===== src/core/tcu_defines.vh =====
`ifndef TCU_DEFINES_VH
`define TCU_DEFINES_VH

// Register offsets
`define TCU_ADDR_INTCTL 8'h0B
`define TCU_ADDR_INTCTL_B 8'h8B
`define TCU_ADDR_FLAGS 8'h0C
`define TCU_ADDR_CNT_LO 8'h0E
`define TCU_ADDR_CNT_HI 8'h0F
`define TCU_ADDR_CNT_CTL 8'h10
`define TCU_ADDR_CAP_LO 8'h15
`define TCU_ADDR_CAP_HI 8'h16
`define TCU_ADDR_CH_CTL 8'h17
`define TCU_ADDR_ENABLES 8'h8C

// Flag / enable bit positions
`define TCU_BIT_OVF 0
`define TCU_BIT_T2M 1
`define TCU_BIT_CAP 2
`define TCU_BIT_SER 3
`define TCU_BIT_ADC 6
`define TCU_FLAG_MASK 8'h4F

// Counter control bit positions
`define TCU_BIT_RUN 0
`define TCU_BIT_OSC 3
`define TCU_CNT_CTL_MASK 8'h3F

// Core interrupt control bits
`define TCU_BIT_GIE 7
`define TCU_BIT_PEIE 6

// Channel mode codes
`define TCU_MODE_OFF 4'h0
`define TCU_MODE_FALL 4'h4
`define TCU_MODE_RISE 4'h5
`define TCU_MODE_RISE4 4'h6
`define TCU_MODE_RISE16 4'h7
`define TCU_MODE_SPECIAL 4'hB

// Reset values and counter maximum
`define TCU_RST_BYTE 8'h00
`define TCU_RST_WORD 16'h0000
`define TCU_CNT_MAX 16'hFFFF

// Prescale terminal counts
`define TCU_PRE_4 4'h3
`define TCU_PRE_16 4'hF

`endif


===== src/core/tcu_top.v =====
`timescale 1ns/1ps
`include "tcu_defines.vh"

module tcu_top (
   input wire clk_i,
   input wire sys_rst_i,
   input wire warm_rst_i,
   input wire [7:0] addr_i,
   input wire [7:0] wdata_i,
   input wire wr_i,
   input wire rd_i,
   output reg [7:0] rdata_o,
   input wire capture_pin_i,
   input wire conversion_done_i,
   input wire serial_port_i,
   input wire second_timer_match_i,
   input wire converter_enabled_i,
   output reg conversion_start_o,
   output wire low_power_osc_enable_o,
   output wire irq_o
);

   // Codes 01xx form the capture family
   function is_capture;
      input [3:0] m;
      begin
         is_capture = (m[3:2] == 2'b01);
      end
   endfunction

   // Shared write decode, one compare per address
   function reg_wr;
      input w;
      input [7:0] a;
      input [7:0] target;
      begin
         reg_wr = w && (a == target);
      end
   endfunction

   // Terminal prescale count, 1/4 unless 1/16 chosen
   function [3:0] prescale_term;
      input [3:0] m;
      begin
         if (m == `TCU_MODE_RISE16) begin
            prescale_term = `TCU_PRE_16;
         end else begin
            prescale_term = `TCU_PRE_4;
         end
      end
   endfunction

   // Replace one byte lane of a 16-bit word
   function [15:0] put_byte;
      input [15:0] word;
      input hi;
      input [7:0] b;
      begin
         put_byte = word;
         if (hi) begin
            put_byte[15:8] = b;
         end else begin
            put_byte[7:0] = b;
         end
      end
   endfunction

   reg [7:0] intctl_q;
   reg [7:0] flags_q;
   reg [7:0] enables_q;
   reg [7:0] cnt_ctl_q;

   reg [15:0] main_counter_q;
   reg [15:0] main_counter_d;
   reg [15:0] capture_holding_pair_q;
   reg [3:0] channel_mode_q;
   reg [3:0] prescale_q;
   reg [3:0] prescale_d;

   reg [2:0] pin_sync_q;
   reg rise;
   reg fall;
   reg cap_event;
   reg special_hit;
   reg overflow;
   reg [3:0] pre_term;
   reg [7:0] rdata_d;

   wire [7:0] flag_evt;
   wire [7:0] flag_mask;
   wire counter_run;
   wire special_mode;
   wire wr_lo;
   wire wr_hi;
   wire wr_flags;
   wire wr_enables;
   wire wr_intctl;
   wire wr_cnt_ctl;
   wire wr_ch_ctl;
   wire wr_cap_lo;
   wire wr_cap_hi;
   wire cnt_written;
   genvar gi;

   assign counter_run = cnt_ctl_q[`TCU_BIT_RUN];
   assign special_mode = (channel_mode_q == `TCU_MODE_SPECIAL);
   assign wr_lo = reg_wr(wr_i, addr_i, `TCU_ADDR_CNT_LO);
   assign wr_hi = reg_wr(wr_i, addr_i, `TCU_ADDR_CNT_HI);
   assign wr_flags = reg_wr(wr_i, addr_i, `TCU_ADDR_FLAGS);
   assign wr_enables = reg_wr(wr_i, addr_i, `TCU_ADDR_ENABLES);
   assign wr_intctl = reg_wr(wr_i, addr_i, `TCU_ADDR_INTCTL) ||
                      reg_wr(wr_i, addr_i, `TCU_ADDR_INTCTL_B);
   assign wr_cnt_ctl = reg_wr(wr_i, addr_i, `TCU_ADDR_CNT_CTL);
   assign wr_ch_ctl = reg_wr(wr_i, addr_i, `TCU_ADDR_CH_CTL);
   assign wr_cap_lo = reg_wr(wr_i, addr_i, `TCU_ADDR_CAP_LO);
   assign wr_cap_hi = reg_wr(wr_i, addr_i, `TCU_ADDR_CAP_HI);
   assign cnt_written = wr_lo || wr_hi;
   assign flag_mask = `TCU_FLAG_MASK;

   // Stage 0 may go metastable; only stage 1 reads it
   always @(posedge clk_i or posedge sys_rst_i) begin
      if (sys_rst_i) begin
         pin_sync_q[0] <= 1'b0;
      end else begin
         pin_sync_q[0] <= capture_pin_i;
      end
   end

   // Stage 1 settles the pin, stage 2 keeps the last level
   generate
      for (gi = 1; gi < 3; gi = gi + 1) begin : g_sync
         always @(posedge clk_i or posedge sys_rst_i) begin
            if (sys_rst_i) begin
               pin_sync_q[gi] <= 1'b0;
            end else begin
               pin_sync_q[gi] <= pin_sync_q[gi - 1];
            end
         end
      end
   endgenerate

   always @* begin
      rise = pin_sync_q[1] && !pin_sync_q[2];
      fall = !pin_sync_q[1] && pin_sync_q[2];
      pre_term = prescale_term(channel_mode_q);
      cap_event = 1'b0;
      prescale_d = prescale_q;
      if (!is_capture(channel_mode_q)) begin
         prescale_d = 4'h0;
      end else begin
         case (channel_mode_q)
            `TCU_MODE_FALL: cap_event = fall;
            `TCU_MODE_RISE: cap_event = rise;
            default: begin
               // Count kept across prescale change, capture may be early
               if (rise) begin
                  if (prescale_q >= pre_term) begin
                     cap_event = 1'b1;
                     prescale_d = 4'h0;
                  end else begin
                     prescale_d = prescale_q + 4'h1;
                  end
               end
            end
         endcase
      end
   end

   always @* begin
      special_hit = special_mode && counter_run &&
                    (main_counter_q == capture_holding_pair_q);
      // A counter write this cycle suppresses the overflow flag
      overflow = counter_run && (main_counter_q == `TCU_CNT_MAX) &&
                 !special_hit && !cnt_written;
      main_counter_d = main_counter_q;
      if (special_hit) begin
         main_counter_d = `TCU_RST_WORD;
      end else if (counter_run) begin
         main_counter_d = main_counter_q + 16'h0001;
      end
      // Register write wins over trigger reset and counting
      if (wr_lo) begin
         main_counter_d = put_byte(main_counter_d, 1'b0, wdata_i);
      end
      if (wr_hi) begin
         main_counter_d = put_byte(main_counter_d, 1'b1, wdata_i);
      end
   end

   // Unused flag bits have no source and read zero
   assign flag_evt[`TCU_BIT_OVF] = overflow;
   assign flag_evt[`TCU_BIT_T2M] = second_timer_match_i;
   assign flag_evt[`TCU_BIT_CAP] = cap_event;
   assign flag_evt[`TCU_BIT_SER] = serial_port_i;
   assign flag_evt[`TCU_BIT_ADC] = conversion_done_i;
   assign flag_evt[5:4] = 2'b00;
   assign flag_evt[7] = 1'b0;

   // Hardware set beats a same-cycle software clear
   generate
      for (gi = 0; gi < 8; gi = gi + 1) begin : g_flag
         always @(posedge clk_i or posedge sys_rst_i) begin
            if (sys_rst_i) begin
               flags_q[gi] <= 1'b0;
            end else if (warm_rst_i) begin
               flags_q[gi] <= 1'b0;
            end else if (flag_evt[gi]) begin
               flags_q[gi] <= 1'b1;
            end else if (wr_flags) begin
               flags_q[gi] <= wdata_i[gi] & flag_mask[gi];
            end
         end
      end
   endgenerate

   // Enables share the flag layout, unused bits stay zero
   generate
      for (gi = 0; gi < 8; gi = gi + 1) begin : g_enable
         always @(posedge clk_i or posedge sys_rst_i) begin
            if (sys_rst_i) begin
               enables_q[gi] <= 1'b0;
            end else if (warm_rst_i) begin
               enables_q[gi] <= 1'b0;
            end else if (wr_enables) begin
               enables_q[gi] <= wdata_i[gi] & flag_mask[gi];
            end
         end
      end
   endgenerate

   // Bit 0 keeps its value over a warm reset
   always @(posedge clk_i or posedge sys_rst_i) begin
      if (sys_rst_i) begin
         intctl_q <= `TCU_RST_BYTE;
      end else if (warm_rst_i) begin
         intctl_q <= {7'h00, intctl_q[0]};
      end else if (wr_intctl) begin
         intctl_q <= wdata_i;
      end
   end

   always @(posedge clk_i or posedge sys_rst_i) begin
      if (sys_rst_i) begin
         conversion_start_o <= 1'b0;
      end else if (warm_rst_i) begin
         conversion_start_o <= 1'b0;
      end else begin
         conversion_start_o <= special_hit && converter_enabled_i;
      end
   end

   // Counter survives a warm reset; only power-on clears it
   always @(posedge clk_i or posedge sys_rst_i) begin
      if (sys_rst_i) begin
         main_counter_q <= `TCU_RST_WORD;
      end else begin
         main_counter_q <= main_counter_d;
      end
   end

   always @(posedge clk_i or posedge sys_rst_i) begin
      if (sys_rst_i) begin
         prescale_q <= 4'h0;
      end else if (warm_rst_i) begin
         prescale_q <= 4'h0;
      end else begin
         prescale_q <= prescale_d;
      end
   end

   always @(posedge clk_i or posedge sys_rst_i) begin
      if (sys_rst_i) begin
         channel_mode_q <= `TCU_MODE_OFF;
      end else if (warm_rst_i) begin
         channel_mode_q <= `TCU_MODE_OFF;
      end else if (wr_ch_ctl) begin
         channel_mode_q <= wdata_i[3:0];
      end
   end

   always @(posedge clk_i or posedge sys_rst_i) begin
      if (sys_rst_i) begin
         cnt_ctl_q <= `TCU_RST_BYTE;
      end else if (wr_cnt_ctl) begin
         cnt_ctl_q <= wdata_i & `TCU_CNT_CTL_MASK;
      end
   end

   // A capture overwrites any software write in its cycle
   always @(posedge clk_i or posedge sys_rst_i) begin
      if (sys_rst_i) begin
         capture_holding_pair_q <= `TCU_RST_WORD;
      end else if (cap_event) begin
         capture_holding_pair_q <= main_counter_q;
      end else if (wr_cap_lo) begin
         capture_holding_pair_q <= put_byte(capture_holding_pair_q, 1'b0,
                                            wdata_i);
      end else if (wr_cap_hi) begin
         capture_holding_pair_q <= put_byte(capture_holding_pair_q, 1'b1,
                                            wdata_i);
      end
   end

   // Zero outside the read slot, so several slaves can be ORed
   always @* begin
      rdata_d = `TCU_RST_BYTE;
      if (rd_i) begin
         case (addr_i)
            `TCU_ADDR_INTCTL: rdata_d = intctl_q;
            `TCU_ADDR_INTCTL_B: rdata_d = intctl_q;
            `TCU_ADDR_FLAGS: rdata_d = flags_q;
            `TCU_ADDR_ENABLES: rdata_d = enables_q;
            `TCU_ADDR_CNT_LO: rdata_d = main_counter_q[7:0];
            `TCU_ADDR_CNT_HI: rdata_d = main_counter_q[15:8];
            `TCU_ADDR_CNT_CTL: rdata_d = cnt_ctl_q;
            `TCU_ADDR_CAP_LO: rdata_d = capture_holding_pair_q[7:0];
            `TCU_ADDR_CAP_HI: rdata_d = capture_holding_pair_q[15:8];
            `TCU_ADDR_CH_CTL: rdata_d = {4'h0, channel_mode_q};
            default: rdata_d = `TCU_RST_BYTE;
         endcase
      end
   end

   // No byte latch: a 16-bit read may tear while counting
   always @(posedge clk_i or posedge sys_rst_i) begin
      if (sys_rst_i) begin
         rdata_o <= `TCU_RST_BYTE;
      end else begin
         rdata_o <= rdata_d;
      end
   end

   // Oscillator runs on its own; only the enable leaves here
   assign low_power_osc_enable_o = cnt_ctl_q[`TCU_BIT_OSC];
   assign irq_o = intctl_q[`TCU_BIT_GIE] && intctl_q[`TCU_BIT_PEIE] &&
                  |(flags_q & enables_q);

endmodule // tcu_top


===== config.mk =====
export PLATFORM = sky130hd
export DESIGN_NAME = tcu_top
export DESIGN_NICKNAME = d
export VERILOG_FILES = /design/src/core/tcu_top.v
export VERILOG_INCLUDE_DIRS = /design/src /design/src/core
export SDC_FILE = /design/constraint.sdc
export NUM_CORES = 1
export LEC_CHECK = 0
export BUFFER_PORTS_ARGS = -buffer_cell sky130_fd_sc_hd__buf_2
export CAP_MARGIN = 20
export CORE_MARGIN = 3
export CORE_UTILIZATION = 25
export CTS_CLUSTER_SIZE = 14
export DETAILED_ROUTE_END_ITERATION = 10
export GPL_TIMING_DRIVEN = 0
export SYNTH_ARGS = -nofsm -noshare
export SYNTH_HDL_FRONTEND = slang
export SYNTH_SLANG_ARGS = --single-unit
export TNS_END_PERCENT = 20

===== constraint.sdc =====
create_clock -name clk_i -period 3.65 [get_ports clk_i]
set_input_delay 0.9125 -clock clk_i [delete_from_list [all_inputs] [get_ports clk_i]]
set_output_delay 0.9125 -clock clk_i [all_outputs]
set_load 0.02 [all_outputs]

=== Word-level counts from Yosys, hierarchy flattened ===
Index checks and enable logic that the tools add are counted.
Widths: inputs -> output; s select.

* $add $sub $neg: 2
* Order comparisons: 1
* Eq/ne operators: 20
* Multiplexer cells: 53
* Bitwise logic cells: 2
* Reduce and logical (&&, ||, !) cells: 43

{| class="wikitable"
|+ Operators with widths
! kind !! number
|-
| $mux 16 || 6
|-
| $pmux 8 s9 || 1
|-
| $mux 1 || 33
|-
| $eq 8x4->1 const B || 4
|-
| $eq 8x5->1 const B || 4
|-
| $mux 4 || 8
|-
| $mux 8 || 4
|-
| $logic_and 1x1->1 || 20
|-
| $add 16x1->16 const B || 1
|-
| $eq 16x16->1 || 1
|-
| $eq 16x16->1 const B || 1
|-
| $eq 8x8->1 const B || 2
|-
| $reduce_bool 3->1 || 5
|-
| $eq 4x3->1 const B || 3
|-
| $reduce_bool 2->1 || 6
|-
| $and 8x8->8 || 1
|-
| $reduce_or 8->1 || 1
|-
| $ne 3x3->1 const B || 2
|-
| $reduce_and 2->1 || 3
|-
| $add 4x1->4 const B || 1
|-
| $eq 4x4->1 const B || 1
|-
| $ge 4x4->1 || 1
|-
| $logic_not 1->1 || 4
|-
| $reduce_or 2->1 || 2
|-
| 5 further kinds || 6
|}

* Register bits: 78
* Input bits: 26
* Output and inout port bits: 11

=== Depth between registers and ports, before layout ===
Gate-level depths: netlist of the first run.

* Word-level depth: 9
* Gate-level depth with buffers: 9
* Mapped depth without buffers: 8

=== Worst setup path after synthesis of the first run ===
Ideal clock, no wire load.

* Path type: input to register
* From: input addr_i[2]
* To: register main_counter_q[11]
* Library setup time: 0.128 ns
* Data arrival time: 2.357 ns
* Required time: 3.522 ns
* Slack: 1.165 ns
* Stages on the path: 7
* Cells stage by stage: buf_4 or4b_4 or3_4 buf_6 and3_4 o22ai_2 nand3_1

* Word-level cells in the longest chain between the ends: 3

{| class="wikitable"
|+ Ends and longest elaborated chain
! element !! line !! source
|-
| start: declaration || tcu_top.v:8 || <nowiki>input wire [7:0] addr_i,</nowiki>
|-
| $eq 8x4->1 || tcu_top.v:37 || <nowiki>reg_wr = w && (a == target);</nowiki>
|-
| $logic_and 1x1->1 || tcu_top.v:37 ||
|-
| $mux 16 || tcu_top.v:185 || <nowiki>if (wr_hi) begin</nowiki>
|-
| end signal: assignment || tcu_top.v:255 || <nowiki>main_counter_q <= `TCU_RST_WORD;</nowiki>
|-
| end signal: assignment || tcu_top.v:257 || <nowiki>main_counter_q <= main_counter_d;</nowiki>
|-
| end: declaration || tcu_top.v:73 || <nowiki>reg [15:0] main_counter_q;</nowiki>
|}

Every way passes these cells.
A chain may end at the register's enable or synchronous reset.

=== Worst setup path after layout of the first run ===
* From: register channel_mode_q[3]
* To: register capture_holding_pair_q[0]

* Word-level cells in the longest chain between the ends: 8
* Elaborated cells between the ends (all ways): 12
* Those cells by class: order compare (1); eq/ne (4); mux (6); reduce/logical (1)

{| class="wikitable"
|+ Ends and longest elaborated chain
! element !! line !! source
|-
| start: declaration || tcu_top.v:76 || <nowiki>reg [3:0] channel_mode_q;</nowiki>
|-
| start signal: assignment || tcu_top.v:273 || <nowiki>channel_mode_q <= `TCU_MODE_OFF;</nowiki>
|-
| start signal: assignment || tcu_top.v:275 || <nowiki>channel_mode_q <= `TCU_MODE_OFF;</nowiki>
|-
| start signal: assignment || tcu_top.v:277 || <nowiki>channel_mode_q <= wdata_i[3:0];</nowiki>
|-
| $eq 4x3->1 (no line) || -- ||
|-
| $mux 4 || tcu_top.v:45 || <nowiki>if (m == `TCU_MODE_RISE16) begin</nowiki>
|-
| $ge 4x4->1 || tcu_top.v:157 || <nowiki>if (prescale_q >= pre_term) begin</nowiki>
|-
| $mux 1 || tcu_top.v:157 ||
|-
| $mux 1 || tcu_top.v:156 || <nowiki>if (rise) begin</nowiki>
|-
| $pmux 1 s2 || tcu_top.v:151 || <nowiki>case (channel_mode_q)</nowiki>
|-
| $mux 1 (*) || tcu_top.v:148 || <nowiki>if (!is_capture(channel_mode_q)) begin</nowiki>
|-
| $mux 16 or $reduce_bool 2->1 (tied branches) || -- ||
|-
| end signal: assignment || tcu_top.v:292 || <nowiki>capture_holding_pair_q <= `TCU_RST_WORD;</nowiki>
|-
| end signal: assignment || tcu_top.v:294 || <nowiki>capture_holding_pair_q <= main_counter_q;</nowiki>
|-
| end signal: assignment || tcu_top.v:296 || <nowiki>capture_holding_pair_q <= put_byte(capture_holding_pair_q, 1'b0,</nowiki>
|-
| end: declaration || tcu_top.v:75 || <nowiki>reg [15:0] capture_holding_pair_q;</nowiki>
|}

Every way passes the cells marked *; elsewhere a longest branch is shown, timed or not.

==> results.cfg, run 1 <==
[sta]
layout_worst_path_cycle_share_pct = 77.1
worst_hold_slack_ps = 352
final_critical_path_setup_slack_ps = 835
fmax_mhz = 355
grt_setup_unrepaired = no
maxSlewViolCount = 0
sum_of_negative_setup_slack_ps = 0
hold_viol_final = 0
final.setup_skew_ps = 12.5
slew_headroom_pct = 47.5
setup_viol = 0
worstMarginPinSlew_ps = 781
final.min_clock_period_ps = 2820

[placed_design]
dp.cells = 754
detailedPlacementHpwl_um = 10100
routabilityCongestion = 0.838
count_of_input_and_output_buffers = 30
detailedPlace.worstSlack_ps = 669
placed_cell_area_sq_mm = 0.00513

[detailed_routing]
detail-route-antenna-nets = 0
drt-pass1-iter-count = 7
dr.first_iter.drc_count = 423
drt_wl_cell_um = 18.5
vias = 4094
average_via_count_per_standard_cell = 5.32
post_route_drc_violation_count = 0
finalWirelength_um = 14200

[power]
vdd_ir_drop_max_mv = 0.203
power_per_cell_area_mw_per_mm2 = 399
cellLeakagePower_nw = 2.31
power.total_mw = 2.16

[job]
max_cap_viol_count = 0

[final_layout]
ff_latch_area_sq_mm = 0.00190
layout.nets = 566
post-route-util_pct = 29.9
drive_above_1_share_pct = 20.1
fillers = 1912
fin_cells = 770
combined_area_of_the_multi_input_logic_cells_sq_mm = 0.00253
area_growth_pct = 16.3
fin_area_sq_mm = 0.00543
antenna-diode-count = 0

[critical_path]
timing.critical_path.arrival_ps = 3040
cpLargestDelayFamily = compound AO/OA/AOI/OAI gates
cp-end-kind = flop
delay_contributed_by_the_slowest_stage_of_the_critical_path_ps = 440
timing.critical_path.buf_inv = 1
required_ps = 3880
cp_cell_sequence = nor2b_1, nand3_1, ha_1, a21o_1, a21oi_1, nor2_1, o21ai_2, buf_2, mux2_2
worst-setup-path-type = flop to flop
start_kind = flop
crit_path_max_fanout = 10
crit_path_top_delay_cell = o21ai_2

[grt]
grt_usage_pct = 14.1
grt_first_pass_wirelength_um = 22300
grt_antenna_before_repair = 0
pin_count_of_the_biggest_net_entering_global_routing = 41
globalRouteOverflowTotal = 0
via_count_of_the_first_global_routing_pass = 3819

[clock_network]
clock_sinks = 76
cts_root_buf = clkbuf_16
clock_insertion_delay_worst_skew_ps = 350
cts.repair.resized = 0
htreeDepth = 3
cts_made_buffers = 9
post-cts-setup-buffers = 0
cts_buffer_depth = 2
clk_pin_slew_worst_paths_ps = 60
holdBufCountCts = 0
cts_tree = yes

[logic_synthesis]
syn_inst = 494
mappedNetlistArea_sq_mm = 0.00467
synth-xor-area-share_pct = 3.56
synth_compound_gate_area_share_pct = 14.9
yosys_warning_total = 0
synth_adder_area_share_pct = 1.07
synth_simple_gate_area_share_pct = 22.3
post_synthesis_mux_area_share_pct = 12.5
asyncSetResetFlopFracSynth_pct = 100
synth_enable_flop_cells = 0
synth_area_per_cell_sq_um = 9.45
top_flip_flop_cell_by_instance_count_after_synthesis = dfrtp_1
syn_nets = 524
synth_top_family_by_area = simple AND/OR/NAND/NOR gates
ys_types = 59
synth.yosys.seq_area_share_pct = 40.7
synth_seq_cells = 76

[die]
die_area_sq_mm = 0.0204
start_util_pct = 25.7
floorplan.die.height_um = 143
core_region_sq_mm = 0.0181
die-width_um = 143
pin_count = 37
standard_cell_rows = 49

[worst_hold_path]
hold_class = flop to flop

[status]
outcome = complete, no violations
[registers in the layout, indices dropped and copies added (netlist names)]
| register | cells |
|---|---|
| enables_q | 5 |
| main_counter_q | 16 |
| capture_holding_pair_q | 16 |
| conversion_start_o | 1 |
| rdata_o | 8 |
| intctl_q | 8 |
| pin_sync_q | 3 |
| flags_q | 5 |
| prescale_q | 4 |
| channel_mode_q | 4 |
| cnt_ctl_q | 6 |
[synth_stat cells (2+ instances only)]
| cell | instances | share of area, % |
|---|---|---|
| a211oi_1 | 2 | 0.32 |
| a21o_1 | 2 | 0.32 |
| a21oi_1 | 36 | 3.9 |
| a222oi_1 | 8 | 1.7 |
| a22o_1 | 5 | 0.94 |
| a22oi_1 | 7 | 1.1 |
| a31oi_1 | 9 | 1.2 |
| and2_1 | 2 | 0.27 |
| and3_1 | 7 | 0.94 |
| and4_1 | 4 | 0.75 |
| buf_2 | 10 | 1.1 |
| buf_4 | 2 | 0.32 |
| buf_6 | 2 | 0.48 |
| clkbuf_1 | 27 | 2.2 |
| dfrtp_1 | 76 | 41 |
| ha_1 | 4 | 1.1 |
| inv_1 | 12 | 0.96 |
| mux2_2 | 34 | 8.2 |
| mux2i_1 | 20 | 4.3 |
| nand2_1 | 44 | 3.5 |
| nand2b_1 | 6 | 0.80 |
| nand3_1 | 24 | 2.6 |
| nand3b_1 | 5 | 0.80 |
| nand4_1 | 11 | 1.5 |
| nor2_1 | 35 | 2.8 |
| nor2b_1 | 6 | 0.80 |
| nor3_1 | 7 | 0.75 |
| nor3b_1 | 3 | 0.48 |
| nor4_1 | 11 | 1.5 |
| nor4b_1 | 3 | 0.56 |
| nor4b_4 | 2 | 1.0 |
| o211a_1 | 2 | 0.43 |
| o211ai_1 | 2 | 0.32 |
| o21ai_0 | 9 | 0.96 |
| o22ai_1 | 7 | 0.94 |
| o311ai_0 | 2 | 0.38 |
| o31ai_1 | 5 | 0.80 |
| or3b_2 | 2 | 0.38 |
| or4b_4 | 2 | 0.59 |
| xor2_1 | 18 | 3.4 |
[cells in the final DEF (no fill, tap or decap), types with 9 or more instances in the layout]
cell / Yosys / final
clkbuf_1: 27 / 28
a31oi_1: 9 / 9
clkbuf_16: 0 / 9
xor2_1: 18 / 18
buf_2: 10 / 40
mux2_2: 34 / 34
dfrtp_1: 76 / 76
inv_1: 12 / 11
nor2_1: 35 / 35
mux2i_1: 20 / 20
a21oi_1: 36 / 36
nand4_1: 11 / 11
nand3_1: 24 / 24
o21ai_0: 9 / 9
nor4_1: 11 / 11
nand2_1: 44 / 44
[worst paths after layout]
| kind | from | end | slack, ps | cells past startpoint |
|---|---|---|---|---|
| worst min register to register | pin_sync_q[0] | pin_sync_q[1] | 350 | 0 |
| worst min-delay path | pin_sync_q[0] | pin_sync_q[1] | 350 | 0 |
| worst max-delay path | channel_mode_q[3] | capture_holding_pair_q[0] | 830 | 9 |
| worst max register to register | channel_mode_q[3] | capture_holding_pair_q[0] | 830 | 9 |
| min in group asynchronous | sys_rst_i | rdata_o[1] | 610 | 2 |
| max in group asynchronous | sys_rst_i | main_counter_q[11] | 2450 | 3 |
[cells by family (layout without fill, tap and decap cells)]
logic type | Yosys count | in the layout
simple gates | 184 | 184
compound gates | 104 | 104
flops | 76 | 76
mux | 54 | 54
buf+inv | 53 | 100
xor+xnor | 19 | 19
fa+ha+maj | 4 | 4
[per-layer routing]
metal / up-vias / global-route usage, % / share of wire, %
met5: - / 0 / 0
met4: 0 / 2.65 / 0.91
met3: 12 / 3.75 / 7.8
met2: 172 / 21.0 / 44
met1: 2001 / 20.8 / 47
li1: 1909 / - / -
[power by group]
group,leakage (nW),internal [mW],switching [mW]
Sequential,0.989,0.881,0.0387
Clock,0.140,0.536,0.389
Combinational,1.18,0.112,0.208
[area by class of cell]
cell class | count | share of cell area [%]
inverters | 12 | 0.876
repair buffers | 31 | 3.13
plain buffers | 41 | 3.48
clock inverters | 6 | 1.31
multi-input cells | 365 | 46.7
clock buffers | 10 | 4.22
well taps | 229 | 5.28
flip-flops and latches | 76 | 35.0
Power figures use the tool's default switching activity.
==> run 2, diff against run 1 <==
clock period = 2.8 ns   (was 3.65 ns; I/O delays follow)
==> results.cfg, run 2 (synthesis gave the netlist of run 1 again) <==
[status]
outcome = complete, no violations

[final_layout]
area_growth_pct = 17.0
layout.nets = 569
biggestRegsByFlops = capture_holding_pair_q x16, main_counter_q x16
fillers = 1910
antenna-diode-count = 0
post-route-util_pct = 30.1
fin_area_sq_mm = 0.00547
drive_above_1_share_pct = 20.8
layout.cells.most_common_list = 76 x dfrtp_1, 44 x nand2_1, 39 x buf_2, 36 x a21oi_1, 35 x nor2_1
final_common_cell = dfrtp_1

[power]
power.total_mw = 2.82
power_per_cell_area_mw_per_mm2 = 517
cellLeakagePower_nw = 2.33
vdd_ir_drop_max_mv = 0.265

[grt]
pin_count_of_the_biggest_net_entering_global_routing = 41
globalRouteOverflowTotal = 0
via_count_of_the_first_global_routing_pass = 3821
grt_usage_pct = 14.1
grt_first_pass_wirelength_um = 22300
grt_antenna_before_repair = 0

[die]
core_region_sq_mm = 0.0181
floorplan.die.height_um = 143
die-width_um = 143
pin_count = 37
standard_cell_rows = 49
die_area_sq_mm = 0.0204
start_util_pct = 25.7

[detailed_routing]
vias = 4102
average_via_count_per_standard_cell = 5.31
detail-route-antenna-nets = 0
drt-pass1-iter-count = 7
finalWirelength_um = 14300
drt_wl_cell_um = 18.4
post_route_drc_violation_count = 0
dr.first_iter.drc_count = 509

[sta]
setup_viol = 0
fmax_mhz = 405
layout_worst_path_cycle_share_pct = 88.2
final.min_clock_period_ps = 2470
final.setup_skew_ps = 13.5
grt_setup_unrepaired = no
hold_viol_final = 0
maxSlewViolCount = 0
worstMarginPinSlew_ps = 776
slew_headroom_pct = 47.9

[clock_network]
clock_insertion_delay_worst_skew_ps = 350
clock_sinks = 76
htreeDepth = 3
cts_root_buf = clkbuf_16
cts_made_buffers = 9
clk_pin_slew_worst_paths_ps = 60
cts_buffer_depth = 2
holdBufCountCts = 0
cts_tree = yes

[critical_path]
required_ps = 3030
cp-end-kind = flop
start_kind = flop
worstSetupStartpoint = channel_mode_q[3]
worst-setup-path-type = flop to flop
regToRegEndpoint = capture_holding_pair_q[0]
crit_path_max_fanout = 10
reg2regPathDepth = 9
crit-reg2reg-launch = channel_mode_q[3]
crit_path_top_delay_cell = dfrtp_1
reg2reg_setup_slack_ps = 330
cp_cell_sequence = nor2b_2, nand3_1, ha_1, a21o_1, a21oi_1, nor2_1, o21ai_4, clkbuf_4, mux2_2
timing.critical_path.arrival_ps = 2700
delay_contributed_by_the_slowest_stage_of_the_critical_path_ps = 420

[placed_design]
detailedPlacementHpwl_um = 10100
routabilityCongestion = 0.838
count_of_input_and_output_buffers = 30
placed_cell_area_sq_mm = 0.00513

[job]
max_cap_viol_count = 0

[worst_hold_path]
whs_path_depth = 0
hold_class = flop to flop
whs_endpoint = pin_sync_q[1]
worst_hold_startpoint = pin_sync_q[0]
==> run 2: cell count changes in the layout (fill, tap and decap cells not counted) <==
cell,before,now
buf_2,40,39
buf_4,2,5
clkbuf_4,0,1
nor2b_1,6,5
nor2b_2,0,1
o21ai_2,1,0
o21ai_4,0,1
==> run 2: critical path, delay by kind of cell (launching register included) <==
family	cells	cell delay (ps)
fa+ha+maj	1	300
mux	1	350
compound gates	3	560
buf+inv	1	270
flops	1	420
simple gates	3	440
==> run 2: repair_timing <==
action | 4_1_cts | 5_1_grt
pin swaps | 0 | 1
setup buffers | 0 | 3
cloned | 0 | 0
resized for setup | 1 | 2
setup endpoints to repair | 5 | 9
==> run 2: per-stage QoR <==
| step | instances | worst slack [ps] | setup TNS [ps] | hold WS, ps |
|---|---|---|---|---|
| 2_1_floorplan | 494 | 162 | 0 | 331 |
| 3_3_place_gp | 753 | -926 | -70060 | 336 |
| 3_5_place_dp | 754 | 1.14 | 0 | 339 |
| 4_1_cts | 770 | 10.5 | 0 | 354 |
| 5_1_grt | 773 | 126 | 0 | 366 |
| 6_report | 773 | 332 | 0 | 351 |
==> run 2: worst max path at each step <==
stage / endpoint / slack, ps / cells after the start
floorplan: capture_holding_pair_q[0] / 160 / 1
finish: capture_holding_pair_q[0] / 330 / 9
CTS: capture_holding_pair_q[0] / 10 / 9
global placement: main_counter_q[15] / -930 / 2
detailed placement: capture_holding_pair_q[0] / 1 / 9
global route: capture_holding_pair_q[9] / 130 / 9
==> run 2: cell type report <==
class	instances	area (sq um)	area share [%]
flip-flops and latches	76	1900	34.8
repair buffers	34	193	3.53
plain buffers	41	191	3.50
well taps	229	287	5.24
clock buffers	10	229	4.19
multi-input cells	365	2540	46.6
inverters	12	47.5	0.870
clock inverters	6	71.3	1.30
==> run 2: per-layer routing <==
layer  GRT usage (%)  part of all wire (%)  routed length [um]
met1            20.8                    47                6770
met2            21.0                    44                6330
met3            3.75                   7.0                1000
met4            2.65                   1.1                 156
met5               0                     0                   0
==> run 2: power by group <==
part	total (mW)	switching, mW	leakage, nW	internal, mW
combinational	0.417	0.271	1.20	0.146
sequential	1.20	0.0507	0.989	1.15
clock	1.21	0.509	0.140	0.699
total	2.82	0.830	2.33	1.99
